`src/acl_defs.svh`:
```
// Offsets, field positions, reset values and timing figures of the clock control block
`ifndef ACL_DEFS_SVH
`define ACL_DEFS_SVH

`define ACL_ADDR_W              7
`define ACL_DATA_W              16
`define ACL_OFS_DIVIDERS        7'h0c
`define ACL_OFS_RATIO_RATE      7'h0d
`define ACL_OFS_SOURCE_GATING   7'h0e
`define ACL_OFS_LOOP_CTRL_A     7'h10
`define ACL_OFS_LOOP_CTRL_B     7'h11

`define ACL_OUTDIV_MSB          12
`define ACL_OUTDIV_LSB          10
`define ACL_TORATE_MSB          9
`define ACL_TORATE_LSB          8
`define ACL_RATIO_MSB           7
`define ACL_RATIO_LSB           4
`define ACL_RATE_MSB            3
`define ACL_RATE_LSB            0
`define ACL_SRC_BIT             13
`define ACL_DIVIDED_OUTPUT_CLOCK_EN_BIT        5
`define ACL_SLOW_TIMEOUT_CLOCK_EN_BIT        2
`define ACL_DSP_EN_BIT          1
`define ACL_SYS_EN_BIT          0
`define ACL_HOLD_BIT            3
`define ACL_FRAC_BIT            2
`define ACL_LOOP_EN_BIT         0
`define ACL_LOOPDIV_MSB         10
`define ACL_LOOPDIV_LSB         8

`define ACL_RST_DIVIDERS        16'h0000
`define ACL_RST_RATIO_RATE      16'h0038
`define ACL_RST_SOURCE_GATING   16'h0000
`define ACL_RST_LOOP_CTRL_A     16'h0000
`define ACL_RST_LOOP_CTRL_B     16'h0200

`define ACL_DIVIDERS_MASK       16'h1f00
`define ACL_RATIO_RATE_MASK     16'h00ff
`define ACL_SOURCE_GATING_MASK  16'h2027
`define ACL_LOOP_CTRL_A_MASK    16'h000d
`define ACL_LOOP_CTRL_B_MASK    16'h0700

`define ACL_MCLK_HZ             10000000
`define ACL_TO_HZ_0             125
`define ACL_TO_HZ_1             250
`define ACL_TO_HZ_2             500
`define ACL_TO_HZ_3             1000
`define ACL_CNT_W               17

`endif

```
`src/acl_pkg.sv`:
```
// Types shared by the clock control block
package acl_pkg;
    typedef enum logic {
        ACL_SRC_MCLK,
        ACL_SRC_LOOP
    } acl_source_t;

    typedef logic [10:0] acl_ratio_t;
    typedef logic [16:0] acl_rate_hz_t;
endpackage

```
`src/acl_div_if.sv`:
```
// Interface between the control logic and one clock divider
`timescale 1ns/1ps
interface acl_div_if #(
    parameter int W = 17
);
    logic         enable;
    logic         tick;
    logic [W-1:0] divisor;
    logic         level;
    logic         pulse;

    modport ctrl (output enable, output tick, output divisor, input level, input pulse);
    modport div  (input enable, input tick, input divisor, output level, output pulse);
endinterface

```
`src/acl_clock_divider.sv`:
```
// Tick-driven divider producing a half-duty level and a one-cycle period pulse
`timescale 1ns/1ps
module acl_clock_divider #(
    parameter int W = 17
) (
    input wire logic mclk,
    input wire logic rst_n,
    acl_div_if.div   bus
);
    logic [W-1:0] count;
    logic         lastCount;
    logic [W-1:0] halfDiv;

    assign lastCount = (count >= bus.divisor - W'(1));
    assign halfDiv   = bus.divisor >> 1;

    // Period counter, restarts while disabled
    always_ff @(posedge mclk) begin
        if (!rst_n || !bus.enable) begin
            count <= '0;
        end else if (bus.tick) begin
            count <= lastCount ? '0 : count + W'(1);
        end
    end

    // Level high over the first half of each period
    always_ff @(posedge mclk) begin
        if (!rst_n || !bus.enable) begin
            bus.level <= 1'b0;
        end else if (bus.tick) begin
            bus.level <= (bus.divisor <= W'(1)) ? 1'b1 : (count < halfDiv);
        end
    end

    // One pulse at the start of each period
    always_ff @(posedge mclk) begin
        if (!rst_n) begin
            bus.pulse <= 1'b0;
        end else begin
            bus.pulse <= bus.enable && bus.tick && (count == '0);
        end
    end
endmodule

```
`src/audio_clock_and_loop_control.sv`:
```
// Clock ratio, rate select, source select, gating and locked-loop control
`timescale 1ns/1ps
`include "acl_defs.svh"

// How it works
// - Bits 7:4 pick system clocks per sample, 64 up to 1536, reset 0011.
// - Bits 3:0 pick sample rate 8 to 96 kHz, reset 1000.
// - Bit 5 drives the master clock pin, carrying the divided output clock only while bit 0 is also set.
// - Slow timeout clock runs only while bit 2 is set; off after reset.
// - Hold bit keeps the loop free-running when its reference disappears.
// - Loop bit 2 picks integer (0) or fractional (1) multiply; fractional advised.
// - Loop output divider bits 10:8, 000 divides by 2, 001 by 4, reset 010.
// - Codes 010 to 111 divide by 8 up to 256.
// - Bits 9:8 pick slow clock 125 Hz, 250 Hz, 500 Hz or 1 kHz.
module audio_clock_and_loop_control #(
    parameter int TO_COUNT_0 = `ACL_MCLK_HZ / `ACL_TO_HZ_0,
    parameter int TO_COUNT_1 = `ACL_MCLK_HZ / `ACL_TO_HZ_1,
    parameter int TO_COUNT_2 = `ACL_MCLK_HZ / `ACL_TO_HZ_2,
    parameter int TO_COUNT_3 = `ACL_MCLK_HZ / `ACL_TO_HZ_3
) (
    input  wire logic                       mclk,
    input  wire logic                       rst_n,
    input  wire logic [`ACL_ADDR_W-1:0]     regAddr,
    input  wire logic [`ACL_DATA_W-1:0]     regWrData,
    input  wire logic                       regWrEn,
    output logic      [`ACL_DATA_W-1:0]     regRdData,
    input  wire logic                       loopOscTick,
    input  wire logic                       loopReferencePresent,
    output logic                            mclkPinOut,
    output logic                            mclkPinDrive_n,
    output logic                            systemClockTick,
    output logic                            processingClockTick,
    output logic                            slowTimeoutClock,
    output logic                            frequencyLockedLoopOut,
    output logic                            loopRunning,
    output logic                            loopFractionalMode,
    output acl_pkg::acl_source_t            sysclkSourceSelect,
    output acl_pkg::acl_ratio_t             sysclkPerSampleRatio,
    output acl_pkg::acl_rate_hz_t           sampleRateHz,
    output logic                            sampleRateReserved
);
    logic [`ACL_DATA_W-1:0] dividers;
    logic [`ACL_DATA_W-1:0] ratioRate;
    logic [`ACL_DATA_W-1:0] sourceGating;
    logic [`ACL_DATA_W-1:0] loopCtrlA;
    logic [`ACL_DATA_W-1:0] loopCtrlB;
    logic [`ACL_DATA_W-1:0] next_regRdData;
    acl_pkg::acl_ratio_t    next_ratio;
    acl_pkg::acl_rate_hz_t  next_rateHz;
    logic                   loopActive;
    logic                   sourceTick;
    logic                   sysTick;
    logic [`ACL_CNT_W-1:0]  loopDivisor;
    logic [`ACL_CNT_W-1:0]  outDivisor;
    logic [`ACL_CNT_W-1:0]  toDivisor;

    acl_div_if #(.W(`ACL_CNT_W)) loopDiv ();
    acl_div_if #(.W(`ACL_CNT_W)) outDiv ();
    acl_div_if #(.W(`ACL_CNT_W)) toDiv ();

    // Register writes
    always_ff @(posedge mclk) begin
        if (!rst_n) begin
            dividers     <= `ACL_RST_DIVIDERS;
            ratioRate    <= `ACL_RST_RATIO_RATE;
            sourceGating <= `ACL_RST_SOURCE_GATING;
            loopCtrlA    <= `ACL_RST_LOOP_CTRL_A;
            loopCtrlB    <= `ACL_RST_LOOP_CTRL_B;
        end else if (regWrEn) begin
            unique case (regAddr)
                `ACL_OFS_DIVIDERS: begin
                    dividers <= regWrData & `ACL_DIVIDERS_MASK;
                end
                `ACL_OFS_RATIO_RATE: begin
                    ratioRate <= regWrData & `ACL_RATIO_RATE_MASK;
                end
                `ACL_OFS_SOURCE_GATING: begin
                    sourceGating <= regWrData & `ACL_SOURCE_GATING_MASK;
                end
                `ACL_OFS_LOOP_CTRL_A: begin
                    loopCtrlA <= regWrData & `ACL_LOOP_CTRL_A_MASK;
                end
                `ACL_OFS_LOOP_CTRL_B: begin
                    loopCtrlB <= regWrData & `ACL_LOOP_CTRL_B_MASK;
                end
                default: begin
                end
            endcase
        end
    end

    // Read mux, unmapped reads return zero
    always_comb begin
        unique case (regAddr)
            `ACL_OFS_DIVIDERS:      next_regRdData = dividers;
            `ACL_OFS_RATIO_RATE:    next_regRdData = ratioRate;
            `ACL_OFS_SOURCE_GATING: next_regRdData = sourceGating;
            `ACL_OFS_LOOP_CTRL_A:   next_regRdData = loopCtrlA;
            `ACL_OFS_LOOP_CTRL_B:   next_regRdData = loopCtrlB;
            default:                next_regRdData = 16'h0000;
        endcase
    end

    always_ff @(posedge mclk) begin
        if (!rst_n) begin
            regRdData <= 16'h0000;
        end else begin
            regRdData <= next_regRdData;
        end
    end

    // Ratio lookup
    always_comb begin
        unique case (ratioRate[`ACL_RATIO_MSB:`ACL_RATIO_LSB])
            4'h0:    next_ratio = 11'd64;
            4'h1:    next_ratio = 11'd128;
            4'h2:    next_ratio = 11'd192;
            4'h3:    next_ratio = 11'd256;
            4'h4:    next_ratio = 11'd384;
            4'h5:    next_ratio = 11'd512;
            4'h6:    next_ratio = 11'd768;
            4'h7:    next_ratio = 11'd1024;
            4'h8:    next_ratio = 11'd1408;
            4'h9:    next_ratio = 11'd1536;
            default: next_ratio = 11'd0;
        endcase
    end

    // Sample rate lookup, reserved codes flagged
    always_comb begin
        unique case (ratioRate[`ACL_RATE_MSB:`ACL_RATE_LSB])
            4'h0:    next_rateHz = 17'd8000;
            4'h1:    next_rateHz = 17'd11025;
            4'h2:    next_rateHz = 17'd12000;
            4'h3:    next_rateHz = 17'd16000;
            4'h4:    next_rateHz = 17'd22050;
            4'h5:    next_rateHz = 17'd24000;
            4'h6:    next_rateHz = 17'd32000;
            4'h7:    next_rateHz = 17'd44100;
            4'h8:    next_rateHz = 17'd48000;
            4'h9:    next_rateHz = 17'd88200;
            4'ha:    next_rateHz = 17'd96000;
            default: next_rateHz = 17'd0;
        endcase
    end

    always_ff @(posedge mclk) begin
        if (!rst_n) begin
            sysclkPerSampleRatio <= 11'd256;
            sampleRateHz         <= 17'd48000;
            sampleRateReserved   <= 1'b0;
        end else begin
            sysclkPerSampleRatio <= next_ratio;
            sampleRateHz         <= next_rateHz;
            sampleRateReserved   <= (ratioRate[`ACL_RATE_MSB:`ACL_RATE_LSB] > 4'ha);
        end
    end

    // Loop runs with reference, or free-runs on hold
    assign loopActive = loopCtrlA[`ACL_LOOP_EN_BIT]
                        && (loopReferencePresent || loopCtrlA[`ACL_HOLD_BIT]);

    // Loop output divisor is 2 to the power code plus one
    assign loopDivisor = `ACL_CNT_W'(2) << loopCtrlB[`ACL_LOOPDIV_MSB:`ACL_LOOPDIV_LSB];

    assign loopDiv.enable  = loopActive;
    assign loopDiv.tick    = loopOscTick;
    assign loopDiv.divisor = loopDivisor;

    acl_clock_divider #(.W(`ACL_CNT_W)) loopDivider (
        .mclk  (mclk),
        .rst_n (rst_n),
        .bus   (loopDiv)
    );

    // System clock source and gating
    assign sourceTick = (sysclkSourceSelect == acl_pkg::ACL_SRC_LOOP) ? loopDiv.pulse : 1'b1;
    assign sysTick    = sourceGating[`ACL_SYS_EN_BIT] && sourceTick;

    always_comb begin
        unique case (dividers[`ACL_OUTDIV_MSB:`ACL_OUTDIV_LSB])
            3'h0: outDivisor = `ACL_CNT_W'(1);
            3'h1: outDivisor = `ACL_CNT_W'(2);
            3'h2: outDivisor = `ACL_CNT_W'(3);
            3'h3: outDivisor = `ACL_CNT_W'(4);
            3'h4: outDivisor = `ACL_CNT_W'(6);
            3'h5: outDivisor = `ACL_CNT_W'(8);
            3'h6: outDivisor = `ACL_CNT_W'(12);
            3'h7: outDivisor = `ACL_CNT_W'(16);
        endcase
    end

    assign outDiv.enable  = sourceGating[`ACL_DIVIDED_OUTPUT_CLOCK_EN_BIT] && sourceGating[`ACL_SYS_EN_BIT];
    assign outDiv.tick    = sysTick;
    assign outDiv.divisor = outDivisor;

    acl_clock_divider #(.W(`ACL_CNT_W)) outDivider (
        .mclk  (mclk),
        .rst_n (rst_n),
        .bus   (outDiv)
    );

    always_comb begin
        unique case (dividers[`ACL_TORATE_MSB:`ACL_TORATE_LSB])
            2'h0: toDivisor = `ACL_CNT_W'(TO_COUNT_0);
            2'h1: toDivisor = `ACL_CNT_W'(TO_COUNT_1);
            2'h2: toDivisor = `ACL_CNT_W'(TO_COUNT_2);
            2'h3: toDivisor = `ACL_CNT_W'(TO_COUNT_3);
        endcase
    end

    assign toDiv.enable  = sourceGating[`ACL_SLOW_TIMEOUT_CLOCK_EN_BIT];
    assign toDiv.tick    = 1'b1;
    assign toDiv.divisor = toDivisor;

    acl_clock_divider #(.W(`ACL_CNT_W)) toDivider (
        .mclk  (mclk),
        .rst_n (rst_n),
        .bus   (toDiv)
    );

    assign slowTimeoutClock       = toDiv.level;
    assign frequencyLockedLoopOut = loopDiv.level;
    assign mclkPinOut             = outDiv.level;

    // Status and gated clock ticks
    always_ff @(posedge mclk) begin
        if (!rst_n) begin
            sysclkSourceSelect  <= acl_pkg::ACL_SRC_MCLK;
            mclkPinDrive_n      <= 1'b1;
            loopRunning         <= 1'b0;
            loopFractionalMode  <= 1'b0;
            systemClockTick     <= 1'b0;
            processingClockTick <= 1'b0;
        end else begin
            sysclkSourceSelect  <= sourceGating[`ACL_SRC_BIT] ? acl_pkg::ACL_SRC_LOOP
                                                               : acl_pkg::ACL_SRC_MCLK;
            mclkPinDrive_n      <= !sourceGating[`ACL_DIVIDED_OUTPUT_CLOCK_EN_BIT];
            loopRunning         <= loopActive;
            loopFractionalMode  <= loopCtrlA[`ACL_FRAC_BIT];
            systemClockTick     <= sysTick;
            processingClockTick <= sysTick && sourceGating[`ACL_DSP_EN_BIT];
        end
    end
endmodule

```
`config.mk`:
```
export PLATFORM = sky130hd
export DESIGN_NAME = audio_clock_and_loop_control
export DESIGN_NICKNAME = d
export VERILOG_FILES = /design/src/acl_pkg.sv /design/src/acl_div_if.sv /design/src/acl_clock_divider.sv /design/src/audio_clock_and_loop_control.sv
export VERILOG_INCLUDE_DIRS = /design/src
export SDC_FILE = /design/constraint.sdc
export NUM_CORES = 1
export LEC_CHECK = 0
export BUFFER_PORTS_ARGS = -buffer_cell sky130_fd_sc_hd__buf_2
export CORE_UTILIZATION = 41
export CTS_CLUSTER_DIAMETER = 100
export DETAILED_ROUTE_END_ITERATION = 6
export PLACE_DENSITY = 0.66
export REMOVE_ABC_BUFFERS = 1
export SLEW_MARGIN = 10
export SYNTH_ARGS = -nofsm -noshare
export SYNTH_HDL_FRONTEND = slang
export SYNTH_SLANG_ARGS = --single-unit
```
`constraint.sdc`:
```
create_clock -name mclk -period 3 [get_ports mclk]
set_input_delay 0.6 -clock mclk [delete_from_list [all_inputs] [get_ports mclk]]
set_output_delay 0.6 -clock mclk [all_outputs]
set_load 0.02 [all_outputs]
```
* Word-level counts from Yosys, hierarchy flattened *
Memories as Yosys holds them, arrays and structs flattened. A register that Yosys moved wholly into a read port is not among the register bits.
Cells that the tools add are included.

word-level totals
  register bits after elaboration = 113
  latch bits = 0
  RAM bits = 0
  ROM bits = 392
  input port bits = 28
  output and inout port bits = 54
  memories = 3

memories
  name              words  width  rd ports  clocked after memory_dff  wr ports  line                                 text
  (name not given)  16     17     1         1                         0         audio_clock_and_loop_control.sv:131  unique case (ratioRate[`ACL_RATE_MSB:`ACL_RATE_LSB])
  (name not given)  16     5      1         1                         0         audio_clock_and_loop_control.sv:114  unique case (ratioRate[`ACL_RATIO_MSB:`ACL_RATIO_LSB])
  (name not given)  8      5      1         1                         0         audio_clock_and_loop_control.sv:181  unique case (dividers[`ACL_OUTDIV_MSB:`ACL_OUTDIV_LSB])

operators by class
  $add $sub $neg = 6
  $mul = 0
  divide/modulo/power cells = 0
  order comparisons = 10
  equal/unequal tests = 8
  shift operators = 1
  multiplexer cells = 11
  bitwise logic cells = 0
  reduce and logical (&&, ||, !) cells = 25

operator list
  kind                                                  count
  case mux 14 bit (5 select lines)                      1
  case mux 17 bit (4 select lines)                      1
  adder 17 x 1 -> 17 bit, second input constant         3
  greater-or-equal comparator 17 bit                    3
  <= comparator 17 x 1 -> 1 bit, second input constant  3
  < comparator 17 x 16 -> 1 bit                         3
  subtractor 17 x 1 -> 17 bit, second input constant    3
  two-way mux 17 bit                                    2
  == test 7 x 4 -> 1 bit, second input constant         3
  zero test 17 bit                                      1
  left shift 2 x 3 -> 17 bit, first input constant      1
  == test 7 x 5 -> 1 bit, second input constant         2
  AND reduction 2 bit                                   5
  zero test 1 bit                                       7
  logical AND 1 bit                                     6
  two-way mux 3 bit                                     2
  two-way mux 1 bit                                     5
  == test 2 bit, second input constant                  2
  greater-than comparator 4 bit, second input constant  1
  logical OR 1 bit                                      4
  == test 2 x 1 -> 1 bit, second input constant         1
  zero test 2 bit                                       1
  OR reduction 2 bit                                    1

* Logic depth before layout (Yosys ltp) *
Gate-level depths: netlist (run 1).

  depth in word-level cells = 5
  depth in mapped cells = 14

* Cells and area by module *
Synthesis (run 1) repeated with hierarchy kept, for this count alone.

second synthesis, totals
  cells, all modules = 1,091
  area total of the unflattened synthesis = 9,232.6 um2

modules (own cells, without submodules)
  module                        times used  cells an instance  area an instance (um2)  sequential area each (um2)
  acl_clock_divider             3           241                1,979.4                 380.4
  audio_clock_and_loop_control  1           368                3,294.4                 1,421.4

* Least setup slack after synthesis (run 1) *
Ideal clock, no wire load.

  kind = reg2reg
  start point = register loopCtrlB[8]
  end point = register loopDivider.count[10]
  library setup time = 0.064 ns
  arrival = 2.685 ns
  data required time = 2.936 ns
  slack = 0.251 ns
  cell stages (with the launch flop) = 15
  buffers on the path = 2
  clock period less this slack = 2.749 ns
  cells stage by stage = dfxtp_1 > clkbuf_1 > nand2_1 > ha_1 > nor3_1 > a21oi_1 > o22a_1 > ha_1 > a21o_1 > a21oi_1 > o21ai_1 > a2111oi_2 > nor2_2 > buf_2 > nor2_1

on the way
  word-level cells in the longest chain between the ends = 4

RTL lines
  what                                  line                                text
  start: declaration                    audio_clock_and_loop_control.sv:46  logic [`ACL_DATA_W-1:0] loopCtrlB;
  start signal: assignment              audio_clock_and_loop_control.sv:68  loopCtrlB <= `ACL_RST_LOOP_CTRL_B;
  start signal: assignment              audio_clock_and_loop_control.sv:84  loopCtrlB <= regWrData & `ACL_LOOP_CTRL_B_MASK;
  left shift 2 x 3 -> 17 bit (no line)  --
  subtractor 17 x 1 -> 17 bit           acl_clock_divider.sv:14             assign lastCount = (count >= bus.divisor - W'(1));
  greater-or-equal comparator 17 bit    acl_clock_divider.sv:14
  two-way mux 17 bit                    acl_clock_divider.sv:22             count <= lastCount ? '0 : count + W'(1);
  end signal: assignment                acl_clock_divider.sv:22
  end: declaration                      acl_clock_divider.sv:10             logic [W-1:0] count;

No other way between the ends.
A chain may end at the register's enable or synchronous reset.

* Worst setup path in the final report (run 1) *
  start point = register, netlist name outDiv.divisor[0]
  end point = register outDivider.count[16]

on the way
  word-level cells in the longest chain between the ends = 3

RTL lines
  what                                line
  subtractor 17 x 1 -> 17 bit         acl_clock_divider.sv:14
  greater-or-equal comparator 17 bit  acl_clock_divider.sv:14
  two-way mux 17 bit                  acl_clock_divider.sv:22
  end signal: assignment              acl_clock_divider.sv:22
  end: declaration                    acl_clock_divider.sv:10

No other way between the ends.

==> results.ini, run 1 <==
[sta]
worst_hold_slack_ns = 0.417
tns_ns = 0
hold_viol = 0
drv_slew = 0
tightestPinTransition_ns = 0.554
finalSetupViolCount = 0
fin_crit_ns = 2.78
post-route-period-util_pct = 92.5
max_freq_ghz = 0.360
final.setup_skew_ns = 0.00677
max_slew_margin_pct = 63.0
rsz0062_at_grt = no

[floorplanning]
ios = 82
die_area_mm2 = 0.0175
die_x_um = 132
fp-row-count = 47
core_area_mm2 = 0.0166
die_h_um = 132
start_util_pct = 41.9

[drt]
post_drt_via_cell_ratio = 5.04
dr.pass1.iters = 5
drc_errors = 0
drt_wl_total_um = 15100
drt_iter0_markers = 220
ant_nets = 0
num_vias = 5564
routedWlPerCell_um = 13.7

[clocking]
clock_latency_ns = 0.41
cts_buffers = 17
clkTransAtPathRegs_ns = 0.06
clk_path_buf_depth = 2
cts_tree = built
holdBufCountCts = 0
htreeDepth = 4
clock_sinks = 126
clock-root-buffer = clkbuf_16

[setup_path]
critPathCaptureType = flop
critPathRequiredTime_ns = 3.35
crit_start = outDiv.divisor[0]$_SDFF_PP0_
worstPathCellList = inv_1 -> ha_1 -> and3_1 -> ha_1 -> ha_1 -> a21boi_1 -> o311a_1 -> nor4_4 -> o21ai_2 -> buf_4 -> nor2_1
ff2ff_path_depth = 11
crit_path_frequent_cell = ha_1
critPathMaxFanout = 14
rrSetupSlack_ns = 0.22
worstSetupPathType = flop to flop
cp.arrival_ns = 3.12
slowest_delay_ns = 0.41
start_kind = flop
r2r-end = outDivider.count[16]$_SDFFE_PP0P_
cp-endpoint = outDivider.count[16]$_SDFFE_PP0P_
crit_slowest_cell = nor4_4
r2r_start = outDiv.divisor[0]$_SDFF_PP0_

[yosys]
seq_area_frac_synth_pct = 36.3
async_flop_share_pct = 0
synth_cell_types = 62
synth_area_mm2 = 0.00696
synthFlopType = dfxtp_1
synth.avg_cell_area_um2 = 8.76
yosysWarnings = 0
synth_edf_count = 0
synth-seq-cells = 126
netlist_instances = 794

[layout]
nets = 990
fillers = 1619
layout_common_cells = 126 x dfxtp_1, 90 x nor2_1, 88 x ha_1, 78 x nand2_1, 71 x buf_2
regArea_mm2 = 0.00252
multi_input_area_mm2 = 0.00417
final_common_cell = dfxtp_1
drive_above_1_share_pct = 16.1
area_growth_pct = 16.9

[global_routing]
antenna_found_initial = 1
grt_pass1_vias = 5310
grt_max_degree = 34
track_usage_pct = 18.1
grt_overflow = 0
grt_pass1_wl_um = 25400

[run_status]
outcome = finished clean

[placement]
globalplace.congestion = 0.806
portBuffers = 71
dp.final_hpwl_um = 11200

[pwr]
leakage_nw = 3.42
powerDensity_mw_per_mm2 = 453
ir_worst_vdd_uv = 391

[worst_hold_path]
hold_path.class = input pin to flop
whs_path_depth = 3

[flow_run]
drv_cap = 0

[critical path, delay by kind of cell (launching register included)]
| family | cells | cell delay [ns] |
|---|---|---|
| AO/OA/AOI/OAI | 3 | 0.57 |
| adder cells (fa/ha/maj) | 3 | 0.80 |
| buffers and inverters | 2 | 0.28 |
| flip-flops | 1 | 0.37 |
| AND/OR/NAND/NOR | 3 | 0.69 |
[cells in the mapped netlist (11+ instances only)]
cell type | number | area share (%)
and2_1 | 13 | 1.2
nor2_2 | 11 | 0.99
nor3_1 | 16 | 1.2
nor2b_1 | 15 | 1.3
mux2i_1 | 12 | 1.7
xor2_1 | 25 | 3.1
xnor2_1 | 25 | 3.1
nor2_1 | 90 | 4.9
a21boi_0 | 14 | 1.5
nand3_1 | 38 | 2.7
nand2_1 | 78 | 4.2
ha_1 | 89 | 16
clkbuf_1 | 18 | 0.97
inv_1 | 40 | 2.2
dfxtp_1 | 126 | 36
a21oi_1 | 20 | 1.4
and3_1 | 19 | 1.7
nand4_1 | 20 | 1.8
o21ai_0 | 25 | 1.8
[how the worst min path moves through the flow]
stage | slack [ns] | from | to
after floorplan | 0.39 | sourceGating[5]$_SDFFE_PN0P_ | mclkPinDrive_n$_SDFF_PN1_
after global placement | 0.43 | sourceGating[5]$_SDFFE_PN0P_ | mclkPinDrive_n$_SDFF_PN1_
after detailed placement | 0.44 | sourceGating[5]$_SDFFE_PN0P_ | mclkPinDrive_n$_SDFF_PN1_
after CTS | 0.41 | regWrData[4] | ratioRate[4]$_SDFFE_PN1P_
after global routing | 0.41 | regWrData[3] | ratioRate[3]$_SDFFE_PN1P_
final | 0.42 | regWrData[4] | ratioRate[4]$_SDFFE_PN1P_
[cell families after synthesis]
logic type	share of synthesized area, %
multiplexers	2.32
flip-flops	36.3
AO/OA/AOI/OAI	10.4
buffers and inverters	4.53
other	0.0539
AND/OR/NAND/NOR	24.1
adder cells (fa/ha/maj)	16.0
XOR/XNOR	6.29
[layer usage]
layer,track usage [%],up-vias,wire [um]
li1,-,2891,-
met4,5.81,0,216
met5,0,-,0
met1,23.2,2574,7310
met2,29.6,84,7100
met3,4.69,15,510
[layout make-up]
cell class	count	share of cell area, %
multi-input combinational	603	51.2
sequential	126	31.0
timing repair buffer	84	5.72
clock buffer	20	5.61
tap	220	3.38
inverter	41	1.89
clock inverter	10	1.14
antenna	1	0.0308
[state kept, by name, indices dropped and copies added (netlist names), 3 cells and up]
register	cells
loopCtrlB	3
loopDivider.count	17
regRdData	14
loopCtrlA	3
sourceGating	5
outDivider.count	17
ratioRate	8
toDivider.count	17
outDiv.divisor	5
sampleRateHz	16
dividers	5
sysclkPerSampleRatio	5
[stage by stage]
| stage | total power [mW] | cell area [um2] | cells | utilization, % | worst slack, ns |
|---|---|---|---|---|---|
| final | 3.68 | 8130 | 1105 | 49.0 | 0.224 |
| after global routing | 3.81 | 8130 | 1104 | 49.0 | 0.00560 |
| after CTS | 3.72 | 8080 | 1102 | 48.7 | 0.0184 |
| after detailed placement | 1.80 | 7530 | 1072 | 45.4 | 0.0256 |
| after global placement | 1.80 | 7530 | 1072 | 45.4 | 0.0660 |
| after floorplan | 1.75 | 6820 | 770 | - | 0.277 |
[power breakdown]
group,internal [mW],total [mW],switching (mW)
Combinational,0.0328,0.0888,0.0560
Clock,1.17,1.92,0.749
Sequential,1.68,1.68,0.00162
Total,2.88,3.68,0.807
[timing repair]
item,4_1_cts,5_1_grt
buffers inserted,0,2
setup endpoints to repair,0,16
hold endpoints to repair,0,0
gates resized for setup,0,3
Power figures use the tool's default switching activity.
==> inputs of run 2 (changes only) <==
- PLACE_DENSITY: 0.66 -> 0.69
==> run 2 against run 1 <==
Against the previous run: register-to-register slack worse by 0.02 ns; core utilization is 0.076 points higher; via count is 1.5% lower; hold slack worse by 0.0067 ns; worst setup slack worse by 0.017 ns; sequential share of layout area barely moved; clock power about the same; clock skew barely moved; non-clock buffer count is 1 lower; count of clock-buffer cells in the layout down 1; combinational power hardly changed; critical endpoint is now loopDivider.count[10]$_SDFFE_PP0P_; largest cell class unchanged; largest power group unchanged; highest routed layer unchanged.
==> results.ini, run 2 (synthesis results as in run 1) <==
[global_routing]
grt_max_degree = 34  ; unchanged
antenna_found_initial = 1  ; unchanged
grt_pass1_wl_um = 25100  ; -1.1%
grt_pass1_vias = 5193  ; -2.2%
track_usage_pct = 17.9  ; -0.23 points
grt_overflow = 0  ; unchanged

[drt]
post_drt_via_cell_ratio = 4.96  ; -1.5%
drc_errors = 0  ; unchanged
dr.pass1.iters = 5  ; unchanged
drt_iter0_markers = 309  ; +40%
num_vias = 5482  ; -1.5%
ant_nets = 0  ; unchanged
drt_wl_total_um = 14900  ; -1.4%
routedWlPerCell_um = 13.5  ; -1.4%

[clocking]
clk_path_buf_depth = 2  ; unchanged
cts_buffers = 17  ; unchanged
htreeDepth = 4  ; unchanged
clkTransAtPathRegs_ns = 0.06  ; about the same
clock_latency_ns = 0.42  ; about the same
cts_tree = built
clock_sinks = 126  ; unchanged
holdBufCountCts = 0  ; unchanged
clock-root-buffer = clkbuf_16

[sta]
finalSetupViolCount = 0  ; unchanged
final.setup_skew_ns = 0.00673  ; -0.0000321 ns
fin_crit_ns = 2.79  ; +0.0171 ns
hold_viol = 0  ; unchanged
max_slew_margin_pct = 62.6  ; -0.47 points
drv_slew = 0  ; unchanged
tightestPinTransition_ns = 0.560  ; +0.00649 ns
max_freq_ghz = 0.358  ; -0.61%
post-route-period-util_pct = 93.1  ; +0.57 points

[layout]
instances_no_fill = 1105  ; unchanged
area_growth_pct = 17.1
reg_top3 = loopDivider.count: 17 flops, outDivider.count: 17 flops, toDivider.count: 17 flops
layout_common_cells = 126 x dfxtp_1, 90 x nor2_1, 89 x ha_1, 78 x nand2_1, 71 x buf_2
fillers = 1580  ; -2.4%
nets = 989  ; -0.10%
drive_above_1_share_pct = 16.2  ; +0.11 points
final_common_cell = dfxtp_1

[setup_path]
critPathRequiredTime_ns = 3.31  ; -0.04 ns
start_kind = flop
cp_num_buf_inv = 1  ; -1
worstSetupPathType = flop to flop
path_delay_family = simple AND/OR/NAND/NOR gates
crit_path_frequent_cell = ha_1
critPathMaxFanout = 12  ; -2
worstPathCellList = or3_1 -> ha_1 -> nor3_1 -> a21oi_1 -> o22a_1 -> ha_1 -> nand3_1 -> nor4_2 -> a2111oi_4 -> nor2_4 -> buf_12 -> nor2_1
critPathCaptureType = flop
crit_slowest_cell = or3_1
cp.arrival_ns = 3.11  ; about the same
slowest_delay_ns = 0.42  ; about the same

[placement]
portBuffers = 71  ; unchanged
placed_cells = 1071  ; -0.093%
globalplace.congestion = 0.842  ; +4.5%
dp.final_hpwl_um = 11100  ; -0.33%

[floorplanning]
die_h_um = 132  ; unchanged
ios = 82  ; unchanged
die_x_um = 132  ; unchanged
start_util_pct = 41.9  ; unchanged
core_area_mm2 = 0.0166  ; unchanged
die_area_mm2 = 0.0175  ; unchanged
fp-row-count = 47  ; unchanged

[pwr]
total_power_mw = 3.71  ; +0.63%
powerDensity_mw_per_mm2 = 455  ; +0.48%
ir_worst_vdd_uv = 366  ; -6.2%
leakage_nw = 3.43  ; +0.34%

[run_status]
outcome = finished clean

[flow_run]
drv_cap = 0  ; unchanged

[worst_hold_path]
hold_path.class = input pin to flop

-- run 2: cell count changes in the layout (fill, tap and decap cells not counted) --
cell	change
buf_4	-1
clkbuf_1	-1
clkinv_4	+2
clkinvlp_4	-2
ha_1	+1
ha_2	-1
inv_6	+2
nor4_1	-1
nor4_2	+1
-- run 2: timing repair --
| action | 4_1_cts | 5_1_grt |
|---|---|---|
| resized for setup | 1 | 2 |
| setup buffers | 0 | 2 |
| setup endpoints to repair | 16 | 16 |
| pin swaps | 0 | 2 |
-- run 2: where the power goes --
part	switching, mW	internal (mW)
combinational	0.0561	0.0328
clock	0.760	1.18
sequential	0.00163	1.68
total	0.818	2.89
-- run 2: stage by stage --
stage / util, % / cell area (um2) / TNS [ns] / worst slack, ns / hold slack (ns)
2_1_floorplan: - / 6820 / 0 / 0.277 / 0.392
3_3_place_gp: 45.4 / 7530 / 0 / 0.0656 / 0.430
3_5_place_dp: 45.4 / 7530 / 0 / 0.0309 / 0.436
4_1_cts: 48.8 / 8100 / 0 / 0.141 / 0.395
5_1_grt: 49.1 / 8150 / -0.0141 / -0.00817 / 0.398
6_report: 49.1 / 8150 / 0 / 0.207 / 0.410
-- run 2: per-layer routing --
layer	track usage (%)	part of all wire, %
met5	0	0
met4	5.75	0.85
met3	4.54	3.1
met2	29.0	48
met1	23.1	48
-- run 2: path summary, 6_finish.rpt --
kind	to	start	slack, ns	cells past startpoint
max	loopDivider.count[10]$_SDFFE_PP0P_	loopCtrlB[10]$_SDFFE_PN0P_	0.21	12
min	ratioRate[4]$_SDFFE_PN1P_	regWrData[4]	0.41	3
max reg2reg	loopDivider.count[10]$_SDFFE_PP0P_	loopCtrlB[10]$_SDFFE_PN0P_	0.21	12
min reg2reg	regRdData[13]$_SDFF_PN0_	sourceGating[13]$_SDFFE_PN0P_	0.45	2
-- run 2: final cells by class --
type | count | area [um2] | share of cell area (%)
inverter | 41 | 154 | 1.89
multi-input combinational | 603 | 4170 | 51.2
sequential | 126 | 2520 | 31.0
tap | 220 | 275 | 3.38
timing repair buffer | 83 | 458 | 5.62
clock inverter | 12 | 113 | 1.38
clock buffer | 19 | 453 | 5.56
antenna | 1 | 2.50 | 0.0307
-- run 2: tightest hold or removal path, stage by stage --
cell and delay [ns]:
buf_2 0.07, nand2_1 0.04, o211ai_1 0.07
==> inputs of run 3 (changes only) <==
- CELL_PAD_IN_SITES_DETAIL_PLACEMENT: unset -> 1
- CELL_PAD_IN_SITES_GLOBAL_PLACEMENT: unset -> 2
- CORE_UTILIZATION: 41 -> 25
- PLACE_DENSITY: 0.69 -> 0.68
==> run 3 against run 2 <==
Against the previous run: cell area rose by 3.6%; power rose by 4.6%; combinational power up 9.8%; largest cell class unchanged; highest routed layer is now met5.
==> results.ini, run 3 (synthesis results as in run 1) <==
[run_status]
outcome = finished clean

[sta]
fin_crit_ns = 2.78  ; -0.0168 ns
max_freq_ghz = 0.360  ; +0.61%
finalSetupViolCount = 0  ; unchanged
max_slew_margin_pct = 62.8  ; +0.24 points
finalWorstSetupSlack_ns = 0.224  ; +0.0168 ns
final.setup_skew_ns = 0.0174  ; +0.0106 ns
tns_ns = 0  ; unchanged
hold_viol = 0  ; unchanged
drv_slew = 0  ; unchanged
post-route-period-util_pct = 92.5  ; -0.56 points
worst_hold_slack_ns = 0.426  ; +0.0163 ns
tightestPinTransition_ns = 0.556  ; -0.00427 ns

[clocking]
clk_path_buf_depth = 2  ; unchanged
clock_sinks = 126  ; unchanged
clock-root-buffer = clkbuf_16
cts_buffers = 17  ; unchanged
clkTransAtPathRegs_ns = 0.07  ; about the same
htreeDepth = 4  ; unchanged
clock_latency_ns = 0.43  ; about the same
cts_tree = built

[pwr]
power_frac_clock_pct = 54.3  ; +1.9 points
leakage_nw = 3.49  ; +1.8%
swShare_pct = 25.3  ; +3.2 points
internal-power_mw = 2.90  ; +0.29%
total_power_mw = 3.88  ; +4.6%
pwr-share-comb_pct = 2.5  ; about the same
p_switching_mw = 0.981  ; +20%
sequentialPowerShare_pct = 43.2  ; -2.0 points
powerDensity_mw_per_mm2 = 460  ; +1.0%
ir_worst_vdd_uv = 259  ; -29%

[layout]
drive_above_1_share_pct = 17.2  ; +1.1 points
nets = 997  ; +0.81%
fillers = 3199  ; +100%
layout_common_cells = 126 x dfxtp_1, 89 x nor2_1, 88 x ha_1, 78 x nand2_1, 71 x buf_2
reg_top3 = loopDivider.count: 17 flops, outDivider.count: 17 flops, toDivider.count: 17 flops
final_common_cell = dfxtp_1
area_growth_pct = 21.3

[floorplanning]
fp-row-count = 60  ; +28%
ios = 82  ; unchanged
die_area_mm2 = 0.0285  ; +63%
die_x_um = 169  ; +28%
core_area_mm2 = 0.0271  ; +63%
start_util_pct = 25.7  ; -16 points
die_h_um = 169  ; +28%

[global_routing]
grt_pass1_vias = 5893  ; +13%
grt_pass1_wl_um = 30500  ; +21%
track_usage_pct = 13.5  ; -4.3 points
antenna_found_initial = 2  ; +1
grt_overflow = 0  ; unchanged
grt_max_degree = 22  ; -35%

[setup_path]
crit_path_frequent_cell = a21oi_1
crit_slowest_cell = or3_1
critPathRequiredTime_ns = 3.36  ; +0.05 ns
ff2ff_path_depth = 13  ; +1
worstSetupPathType = flop to flop
path_delay_family = compound AO/OA/AOI/OAI gates
critPathMaxFanout = 15  ; +3
critPathCaptureType = flop
cp.arrival_ns = 3.14  ; +0.03 ns
worstPathCellList = or3_1 -> ha_2 -> nor3_1 -> a21oi_1 -> o22a_1 -> ha_1 -> a21o_1 -> a21oi_1 -> o21ai_1 -> a2111oi_4 -> nor2_4 -> buf_12 -> nor2_1
slowest_delay_ns = 0.42  ; about the same
cp.depth = 13  ; +1
start_kind = flop
cp_num_buf_inv = 1  ; unchanged

[worst_hold_path]
whs_path_depth = 3  ; unchanged
hold_path.class = input pin to flop

[placement]
dp.final_hpwl_um = 13800  ; +24%
place_ws_ns = -0.0454  ; -0.0763 ns
globalplace.congestion = 0.772  ; -8.3%
portBuffers = 71  ; unchanged

[flow_run]
drv_cap = 0  ; unchanged

[drt]
dr.pass1.iters = 5  ; unchanged
routedWlPerCell_um = 14.3  ; +6.0%
post_drt_via_cell_ratio = 4.45  ; -10%
met2_length_um = 8380  ; +17%
wl_met3_um = 490  ; +6.3%
drt_wl_total_um = 18100  ; +21%
drt_iter0_markers = 172  ; -44%
num_vias = 5640  ; +2.9%
drc_errors = 0  ; unchanged
top_layer_used = met5
ant_nets = 0  ; unchanged
wl_met1_um = 9080  ; +26%

==> run 3: area by class of cell <==
| cell class | instances | area (um2) | area share [%] |
|---|---|---|---|
| Antenna cell | 1 | 2.50 | 0.0297 |
| Clock buffer | 17 | 425 | 5.04 |
| Clock inverter | 15 | 168 | 1.99 |
| Inverter | 41 | 154 | 1.82 |
| Multi-Input combinational cell | 603 | 4170 | 49.4 |
| Sequential cell | 126 | 2520 | 29.9 |
| Tap cell | 372 | 465 | 5.52 |
| Timing Repair Buffer | 91 | 531 | 6.29 |
==> run 3: power groups by stage <==
stage	clock network (mW)	registers [mW]	logic, mW
CTS	2.18	1.68	0.0986
global route	2.24	1.68	0.107
detailed placement	0	1.71	0.0983
global placement	0	1.71	0.0983
floorplan	0	1.71	0.0380
finish	2.11	1.68	0.0976
==> run 3: final timing paths <==
kind,slack [ns],endpoint,startpoint
max,0.22,loopDivider.count[6]$_SDFFE_PP0P_,loopCtrlB[10]$_SDFFE_PN0P_
min,0.43,ratioRate[4]$_SDFFE_PN1P_,regWrData[4]
max reg2reg,0.22,loopDivider.count[6]$_SDFFE_PP0P_,loopCtrlB[10]$_SDFFE_PN0P_
min reg2reg,0.44,regRdData[13]$_SDFF_PN0_,sourceGating[13]$_SDFFE_PN0P_
==> run 3: worst reg2reg max path: cells and delay by family (launching register included) <==
family	cells	cell delay, ns
fa+ha+maj	2	0.41
compound gates	6	1.11
simple gates	4	0.73
flops	1	0.31
buf+inv	1	0.16
==> run 3: timing repair <==
item                       in CTS  in global routing
gates cloned                    0                  0
pin swaps                       0                  2
buffers inserted                0                  1
setup endpoints to repair      16                 17
hold buffers                    0                  0
resized for setup               1                  4
==> run 3: metrics by stage <==
stage	cell area [um2]	utilization (%)	cells
5_1_grt	8440	31.1	1265
6_report	8440	31.1	1266
3_5_place_dp	7800	28.8	1232
4_1_cts	8400	31.0	1264
2_1_floorplan	6820	-	770
3_3_place_gp	7800	28.8	1232
==> run 3: per-layer routing <==
metal | global-route usage (%) | vias up
met5 | 0 | -
met4 | 3.32 | 2
met3 | 3.44 | 11
met2 | 21.9 | 57
met1 | 17.9 | 2669
li1 | - | 2901
